==> config.mk <==
export PLATFORM = sky130hd
export DESIGN_NAME = dcc_top
export DESIGN_NICKNAME = d
export VERILOG_FILES = /design/src/rtl/dcc_pkg.sv /design/src/rtl/dcc_top.sv /design/src/rtl/dcc_sync.sv /design/src/rtl/dcc_pin_mux.sv
export SDC_FILE = /design/constraint.sdc
export NUM_CORES = 1
export LEC_CHECK = 0
export BUFFER_PORTS_ARGS = -buffer_cell sky130_fd_sc_hd__buf_4
export CELL_PAD_IN_SITES_DETAIL_PLACEMENT = 0
export CELL_PAD_IN_SITES_GLOBAL_PLACEMENT = 1
export CORE_MARGIN = 4
export CORE_UTILIZATION = 25
export DETAILED_ROUTE_END_ITERATION = 12
export GPL_ROUTABILITY_DRIVEN = 1
export GPL_TIMING_DRIVEN = 0
export HOLD_SLACK_MARGIN = 0.15
export PLACE_DENSITY_LB_ADDON = 0.1
export SYNTH_ARGS = -nofsm -noshare
export SYNTH_HDL_FRONTEND = slang
export SYNTH_SLANG_ARGS = --single-unit
==> constraint.sdc <==
create_clock -name pclk -period 1.6 [get_ports pclk]
set_clock_uncertainty 0.15 [all_clocks]
set_input_delay 0.16 -clock pclk [delete_from_list [all_inputs] [get_ports pclk]]
set_output_delay 0.16 -clock pclk [all_outputs]
set_load 0.01 [all_outputs]
==> src/rtl/dcc_pkg.sv <==
// constants and types for the dual comparator control block
package dcc_pkg;

  // ********************************
  // register map, byte addresses
  // ********************************
  localparam logic [7:0] DCC_OFF_CTRL  = 8'h00;
  localparam logic [7:0] DCC_OFF_FLAGS = 8'h04;
  localparam logic [7:0] DCC_OFF_ENAB  = 8'h08;
  localparam logic [7:0] DCC_OFF_CORE  = 8'h0C;
  localparam logic [7:0] DCC_OFF_DIR   = 8'h10;
  localparam logic [7:0] DCC_OFF_PORT  = 8'h14;
  localparam logic [7:0] DCC_OFF_LATCH = 8'h18;

  // ********************************
  // field positions and reset values
  // ********************************
  localparam int DCC_FLAG_BIT = 6;
  localparam int DCC_ENAB_BIT = 6;
  localparam int DCC_PERIPH_EN_BIT = 6;
  localparam int DCC_GLOBAL_EN_BIT = 7;
  localparam int DCC_PIN_FIRST  = 2;
  localparam int DCC_PIN_SECOND = 1;
  localparam logic [7:0] DCC_CTRL_RST  = 8'h00;
  localparam logic [7:0] DCC_DIR_RST   = 8'hFF;
  localparam logic [7:0] DCC_LATCH_RST = 8'h00;
  localparam logic [7:0] DCC_ANALOG_MASK = 8'h78;
  localparam logic [7:0] DCC_WMASK_CTRL  = 8'h3F;

  // ********************************
  // types
  // ********************************
  typedef enum logic [2:0] {
    DCC_MODE_RESET = 3'b000,
    DCC_MODE_1     = 3'b001,
    DCC_MODE_2     = 3'b010,
    DCC_MODE_3     = 3'b011,
    DCC_MODE_4     = 3'b100,
    DCC_MODE_5     = 3'b101,
    DCC_MODE_MUX4  = 3'b110,
    DCC_MODE_OFF   = 3'b111
  } dcc_mode_e;

  typedef struct packed {
    logic      second_compare_result;
    logic      first_compare_result;
    logic      second_result_invert;
    logic      first_result_invert;
    logic      input_pair_switch;
    dcc_mode_e comparator_mode_select;
  } dcc_ctrl_s;

  // steering towards the analog comparator cells
  typedef struct packed {
    logic [1:0] power_en;
    logic       ref_to_positive;
    logic       pair_switch;
    dcc_mode_e  mode;
  } dcc_ana_s;

endpackage

==> src/rtl/dcc_top.sv <==
// dual comparator control: registers, event flag, pin routing
`timescale 1ns/100ps

// Function
// - three-bit mode field selects eight modes
// - raw output high when plus exceeds minus
// - internal reference only in mode 110
// - result bits 7:6 read-only
// - routed pins carry unsynchronized results
// - direction bits still enable routed pins
// - bits 5:4 invert each result
// - analog pins read as zero in every mode but 111
// - any result change sets the flag
// - flag written zero clears, one sets
// - request needs all three enables set
// - change during read still sets the flag
// - control access captures results, ending the mismatch
// - active comparator wakes from sleep
// - mode 111 powers both comparators off
// - wake leaves control register unchanged
// - reset forces mode 000, comparators off
// - switch bit picks minus pair in 110
// - result equals raw XOR invert bit
module dcc_top
  import dcc_pkg::*;
(
  // clock and reset
  input  wire logic        pclk,
  input  wire logic        presetn,
  // apb slave
  input  wire logic        psel,
  input  wire logic        penable,
  input  wire logic        pwrite,
  input  wire logic [7:0]  paddr,
  input  wire logic [31:0] pwdata,
  output logic      [31:0] prdata,
  output logic             pready,
  output logic             pslverr,
  // comparator cells
  input  wire logic [1:0]  cmp_raw_async,
  output dcc_ana_s         ana_ctrl,
  // port f pins
  input  wire logic [7:0]  port_f_in,
  output logic      [7:0]  port_f_out,
  output logic      [7:0]  port_f_oe,
  // system
  input  wire logic        sleep_mode,
  output logic             irq_req,
  output logic             wake_req
);

  // ********************************
  // state and wiring
  // ********************************
  dcc_ctrl_s   ctrl_r;
  logic        flag_r;
  logic        cie_r;
  logic [1:0]  core_en_r;
  logic [7:0]  dir_r;
  logic [7:0]  latch_r;
  logic [31:0] prdata_r;
  logic [1:0]  seen_r;
  dcc_ana_s    ana_r;

  logic [1:0]  raw_sync;
  logic [7:0]  pin_sync;
  logic [1:0]  inv;
  logic [1:0]  result;
  logic [1:0]  result_async;
  logic        mismatch;
  logic [7:0]  analog_mask;
  logic        route_en;
  logic        setup;
  logic        access;
  logic        hit;
  logic        wr;
  logic [7:0]  rdata;
  logic        sel_ctrl;

  // ********************************
  // apb decode
  // ********************************
  assign setup    = psel & ~penable;
  assign access   = psel & penable;
  assign sel_ctrl = (paddr == DCC_OFF_CTRL);
  assign wr       = access & pwrite & hit;

  // known word offsets only; others answer with error
  always_comb begin
    case (paddr)
      DCC_OFF_CTRL,
      DCC_OFF_FLAGS,
      DCC_OFF_ENAB,
      DCC_OFF_CORE,
      DCC_OFF_DIR,
      DCC_OFF_PORT,
      DCC_OFF_LATCH: hit = 1'b1;
      default:       hit = 1'b0;
    endcase
  end

  // zero wait: answer in the first access cycle
  assign pready  = access;
  assign pslverr = access & ~hit;

  // ********************************
  // comparator results
  // ********************************
  // raw high means plus input above minus input
  assign inv = {ctrl_r.second_result_invert,
                ctrl_r.first_result_invert};

  dcc_sync #(
    .W (2)
  ) u_raw_sync (
    .pclk     (pclk),
    .presetn  (presetn),
    .async_in (cmp_raw_async),
    .sync_out (raw_sync)
  );

  // clean copy for flag and reads; avoids a metastable flag
  assign result       = raw_sync ^ inv;
  assign result_async = cmp_raw_async ^ inv;

  // ********************************
  // control register
  // ********************************
  // result bits are not stored; they read live
  always_ff @(posedge pclk or negedge presetn) begin
    if (!presetn) begin
      ctrl_r <= dcc_ctrl_s'(DCC_CTRL_RST);
    end else if (wr && sel_ctrl) begin
      ctrl_r <= dcc_ctrl_s'(pwdata[7:0] & DCC_WMASK_CTRL);
    end
  end

  // last value software saw; any control access refreshes it
  always_ff @(posedge pclk or negedge presetn) begin
    if (!presetn) begin
      seen_r <= 2'h0;
    end else if (access && sel_ctrl) begin
      seen_r <= result;
    end
  end

  // a change that lands on the read edge still raises mismatch
  assign mismatch = (result != seen_r);

  // ********************************
  // event flag and enables
  // ********************************
  // mismatch wins over a software clear
  always_ff @(posedge pclk or negedge presetn) begin
    if (!presetn) begin
      flag_r <= 1'b0;
    end else if (mismatch) begin
      flag_r <= 1'b1;
    end else if (wr && paddr == DCC_OFF_FLAGS) begin
      flag_r <= pwdata[DCC_FLAG_BIT];
    end
  end

  // comparator enable
  always_ff @(posedge pclk or negedge presetn) begin
    if (!presetn) begin
      cie_r <= 1'b0;
    end else if (wr && paddr == DCC_OFF_ENAB) begin
      cie_r <= pwdata[DCC_ENAB_BIT];
    end
  end

  // global and peripheral enables, {global, peripheral}
  always_ff @(posedge pclk or negedge presetn) begin
    if (!presetn) begin
      core_en_r <= 2'h0;
    end else if (wr && paddr == DCC_OFF_CORE) begin
      core_en_r <= {pwdata[DCC_GLOBAL_EN_BIT], pwdata[DCC_PERIPH_EN_BIT]};
    end
  end

  // the flag sets whatever the enables say
  assign irq_req = flag_r & cie_r & (&core_en_r);

  // sleep touches no register, only asks for wake
  assign wake_req = sleep_mode & flag_r & cie_r;

  // ********************************
  // port f registers
  // ********************************
  always_ff @(posedge pclk or negedge presetn) begin
    if (!presetn) begin
      dir_r <= DCC_DIR_RST;
    end else if (wr && paddr == DCC_OFF_DIR) begin
      dir_r <= pwdata[7:0];
    end
  end

  // writes to the port data word also land here
  always_ff @(posedge pclk or negedge presetn) begin
    if (!presetn) begin
      latch_r <= DCC_LATCH_RST;
    end else if (wr && (paddr == DCC_OFF_LATCH ||
                        paddr == DCC_OFF_PORT)) begin
      latch_r <= pwdata[7:0];
    end
  end

  dcc_sync #(
    .W (8)
  ) u_pin_sync (
    .pclk     (pclk),
    .presetn  (presetn),
    .async_in (port_f_in),
    .sync_out (pin_sync)
  );

  // ********************************
  // mode decode and pin routing
  // ********************************
  // every mode but off keeps the analog inputs claimed
  assign analog_mask =
    (ctrl_r.comparator_mode_select == DCC_MODE_OFF) ?
    8'h00 : DCC_ANALOG_MASK;

  assign route_en =
    (ctrl_r.comparator_mode_select == DCC_MODE_3) ||
    (ctrl_r.comparator_mode_select == DCC_MODE_5);

  dcc_pin_mux u_pin_mux (
    .route_en     (route_en),
    .result_async (result_async),
    .analog_mask  (analog_mask),
    .latch        (latch_r),
    .direction    (dir_r),
    .pin_out      (port_f_out),
    .pin_oe       (port_f_oe)
  );

  // analog steering; reset holds cells powered down
  always_ff @(posedge pclk or negedge presetn) begin
    if (!presetn) begin
      ana_r <= dcc_ana_s'({2'h0, 1'b0, 1'b0, DCC_MODE_RESET});
    end else begin
      ana_r.mode <= ctrl_r.comparator_mode_select;
      ana_r.power_en <=
        (ctrl_r.comparator_mode_select == DCC_MODE_OFF ||
         ctrl_r.comparator_mode_select == DCC_MODE_RESET) ?
        2'h0 : 2'h3;
      ana_r.ref_to_positive <=
        (ctrl_r.comparator_mode_select == DCC_MODE_MUX4);
      ana_r.pair_switch <= ctrl_r.input_pair_switch &&
        (ctrl_r.comparator_mode_select == DCC_MODE_MUX4);
    end
  end

  assign ana_ctrl = ana_r;

  // ********************************
  // read path
  // ********************************
  always_comb begin
    case (paddr)
      DCC_OFF_CTRL:  rdata = {result[1], result[0],
                              ctrl_r[5:0]};
      DCC_OFF_FLAGS: rdata = 8'(flag_r) << DCC_FLAG_BIT;
      DCC_OFF_ENAB:  rdata = 8'(cie_r) << DCC_ENAB_BIT;
      DCC_OFF_CORE:  rdata = 8'(core_en_r) << DCC_PERIPH_EN_BIT;
      DCC_OFF_DIR:   rdata = dir_r;
      DCC_OFF_PORT:  rdata = pin_sync & ~analog_mask;
      DCC_OFF_LATCH: rdata = latch_r;
      default:       rdata = 8'h00;
    endcase
  end

  // read data sampled in setup, held through access
  always_ff @(posedge pclk or negedge presetn) begin
    if (!presetn) begin
      prdata_r <= 32'h0000_0000;
    end else if (setup) begin
      prdata_r <= {24'h00_0000, rdata};
    end
  end

  assign prdata = prdata_r;
endmodule // dcc_top

==> src/rtl/dcc_sync.sv <==
// three stage synchroniser with agreement filter
`timescale 1ns/100ps
module dcc_sync
  import dcc_pkg::*;
#(
  parameter int W = 2
) (
  // clock and reset
  input  wire logic         pclk,
  input  wire logic         presetn,
  // asynchronous in, clean out
  input  wire logic [W-1:0] async_in,
  output logic      [W-1:0] sync_out
);

  logic [W-1:0] s1_r;
  logic [W-1:0] s2_r;
  logic [W-1:0] s3_r;
  logic [W-1:0] stable_r;

  // chain; first stage only feeds the second
  always_ff @(posedge pclk or negedge presetn) begin
    if (!presetn) begin
      s1_r <= '0;
      s2_r <= '0;
      s3_r <= '0;
    end else begin
      s1_r <= async_in;
      s2_r <= s1_r;
      s3_r <= s2_r;
    end
  end

  // a bit moves only once stages two and three agree
  always_ff @(posedge pclk or negedge presetn) begin
    if (!presetn) begin
      stable_r <= '0;
    end else begin
      stable_r <= (s2_r & ~(s2_r ^ s3_r)) | (stable_r & (s2_r ^ s3_r));
    end
  end

  assign sync_out = stable_r;

endmodule // dcc_sync

==> src/rtl/dcc_pin_mux.sv <==
// port pin output multiplexer for comparator results
`timescale 1ns/100ps
module dcc_pin_mux
  import dcc_pkg::*;
(
  // steering
  input  wire logic       route_en,
  input  wire logic [1:0] result_async,
  input  wire logic [7:0] analog_mask,
  // port registers
  input  wire logic [7:0] latch,
  input  wire logic [7:0] direction,
  // pins
  output logic      [7:0] pin_out,
  output logic      [7:0] pin_oe
);

  // results bypass the latch with no sync: pins follow the cell
  always_comb begin
    pin_out = latch;
    if (route_en) begin
      pin_out[DCC_PIN_FIRST]  = result_async[0];
      pin_out[DCC_PIN_SECOND] = result_async[1];
    end
  end

  // direction bit 1 means input; it still gates routed pins
  assign pin_oe = ~direction & ~analog_mask;

endmodule // dcc_pin_mux

==> flow_summary.ini <==
[outcome]
run_status = finished, violations left
failing_checks = setup timing

[sta]
timing.final.hold_violations = 0
fin_crit_ns = 1.88
slew_violations = 0
rsz0062_at_grt = true
finalSetupViolCount = 31
timing.slew.headroom_pct = 50.4
hold-worst-slack_ns = 0.164
timing_worst_slew_pin_value_ns = 0.744
timing.final.ws_setup_ns = -0.277
max_freq_mhz = 533
post-route-period-util_pct = 117

[route]
ant_nets = 0
dr.first_iter.drc_count = 92
wl_um = 8960
drtPass1Iterations = 4
viasPerCell = 4.09
routed-via-count = 2403
drc_errors = 0
wl_per_cell_um = 15.2

[placed_design]
port-buffer-count = 64
finalWeightedCongestion = 0.732
final_hpwl_from_detailed_placement_um = 6170
dpl-instance-area_um2 = 4270

[clocking]
htree_num_levels = 3
cts_tree = done
root_buffer = clkbuf_16
cts.sinks = 82
cts-buffers-inserted = 9
insertion_delay_ns = 0.34
clk_transition_reported_paths_ns = 0.06
clk_path_buf_depth = 2

[finish]
most-common-layout-cells = buf_4, dfrtp_1, conb_1
postLayoutCellArea_um2 = 5110
nFillCells = 1327
area.growth.synth_to_final_pct = 47.3
antenna_cells_inserted = 0
layout.cells.most_common = buf_4
finalNetCount = 463
drive_gt1_share_pct = 46.4
final_util_pct = 38.1
register_area_um2 = 2070
multi_input_area_um2 = 1360

[power]
vdd_drop_max_mv = 0.337
netSwitchingFraction_pct = 22.6
power.leakage_nw = 2.45
net-switching-power_w = 0.00106
power_frac_comb_pct = 9.2
seq_power_share_pct = 47.1
p_int_w = 0.00363
totalPowerFinal_w = 0.00468
power_frac_clock_pct = 43.7
power_density_of_the_placed_cells_nw_per_um2 = 917

[yosys]
postSynth.asyncResetShare_pct = 100
netlist-cell-type-count = 45
synth_ff_type = dfrtp_1
synth_area_leader_cell = dfrtp_1
synth.yosys.warnings = 0
number_of_instances_in_the_synthesized_netlist = 274
synth-seq-area-share_pct = 59.5
synthTopCellsByArea = dfrtp_1, buf_4, mux2_2
synth_largest_type_area_fraction_pct = 53.4
syn-mean-instance-area_um2 = 12.7
area_of_the_mapped_netlist_um2 = 3470
synth.ff_latch_count = 82
synth_edf_count = 0

[worst_setup_path]
crit_path_cell_trace = buf_6, or4_4, or3_4, or3_4, mux2_4
timing_worst_setup_path_type = input pin to register
worst_setup_path_end_kind = register
timing.critical_path.buf_inv = 1
critical_path_peak_fanout = 6
setup.worst_path.start_class = input pin
worst_path_dominant_cell_family = simple AND/OR/NAND/NOR gates
timing.critical_path.slowest_cell_delay_ns = 0.54
timing.critical_path.mode_cell = or3_4
crit_slowest_cell = or4_4
cp_data_arrival_time_ns = 1.95
worstPathRequired_ns = 1.67

[floorplanning]
floorplan.initialDensity_pct = 25.9
dieArea_um2 = 15800
number_of_cell_rows = 42
die-width_um = 126
placeable_area_um2 = 13400
die_h_um = 126
floorplan.io_pins = 115

[global_routing]
pin_count_of_the_biggest_net_entering_global_routing = 83
number_of_antenna_violations_at_the_first_check_in_global_routing = 0
grt-ovfl-total = 0
grt_first_pass_wirelength_um = 14000
grt_pass1_vias = 2499
grt_use_total_pct = 11.5

[hold_path]
min-delay-path-class = input pin to register

[run]
maxCapViolCount = 0
-- area by class of cell --
cell class              count  area share, %
plain buffers              38           5.41
clock inverters             3          0.784
repair buffers            102           16.9
well taps                 176           4.31
multi-input cells         165           26.6
clock buffers              13           4.90
inverters                   9          0.661
flip-flops and latches     82           40.4
-- cell families (layout without fill, tap and decap cells) --
family / count (synthesis) / after routing / share of synthesized area, %
adder cells (fa/ha/maj): 10 / 10 / 2.89
AND/OR/NAND/NOR: 61 / 61 / 8.99
buffers and inverters: 50 / 165 / 9.02
XOR/XNOR: 8 / 8 / 2.02
other: 1 / 24 / 0.108
multiplexers: 36 / 36 / 12.0
flip-flops: 82 / 82 / 59.5
AO/OA/AOI/OAI: 26 / 26 / 5.49
-- synth_stat cells, types with 4 or more instances --
cell type and count:
buf_4 31, inv_1 9, maj3_1 10, clkbuf_1 6
mux2i_1 9, nor2_1 10, dfrtp_1 74, mux2_4 6
dfstp_2 8, nand2b_1 5, xor2_1 4, mux2_2 20
nand2_1 20, nor3_1 4, nand3_1 4, xnor2_1 4
o21ai_0 6
-- repair_timing --
action	4_1_cts	5_1_grt
hold buffers	19	0
pin swaps	12	17
buffers inserted	14	6
gates resized for setup	28	38
endpoints found under the hold margin	110	0
setup endpoints to repair	42	76
-- worst paths after layout --
kind	start	endpoint	slack (ns)	cells past startpoint
max in group asynchronous	presetn	ctrl_r[2]	0.47	2
max	paddr[7]	ctrl_r[2]	-0.28	5
max reg2reg	ctrl_r[4]	prdata[6]	0.09	4
min	paddr[2]	flag_r	0.16	5
min reg2reg	u_raw_sync.s1_r[1]	u_raw_sync.s2_r[1]	0.20	0
min in group asynchronous	presetn	u_pin_sync.s1_r[3]	0.29	2
-- stage by stage --
stage | setup TNS [ns] | std cells | worst slack, ns
global route | -6.40 | 588 | -0.312
CTS | -4.46 | 585 | -0.297
floorplan | -8.43 | 297 | -0.566
global placement | -20.20 | 537 | -0.775
finish | -4.45 | 588 | -0.277
detailed placement | -20.07 | 537 | -0.772
-- layer usage --
layer / track usage (%) / wire length (µm)
met1: 15.5 / 4230
met2: 17.9 / 4180
met3: 2.29 / 402
met4: 5.49 / 144
met5: 0 / 0
-- worst reg2reg max path: cells and delay by family, from the launching register on --
kind | cells | cell delay, ns
xor+xnor | 1 | 0.22
compound gates | 3 | 0.59
flops | 1 | 0.43
-- power groups by stage --
| stage | sequential [W] | clock (W) | combinational [W] |
|---|---|---|---|
| floorplan | 0.00223 | 0 | 0.000197 |
| global placement | 0.00224 | 0 | 0.000363 |
| detailed placement | 0.00224 | 0 | 0.000366 |
| CTS | 0.00221 | 0.00212 | 0.000419 |
| global route | 0.00221 | 0.00219 | 0.000479 |
| finish | 0.00220 | 0.00205 | 0.000431 |
Note: power is estimated with default switching activity, not from simulation.
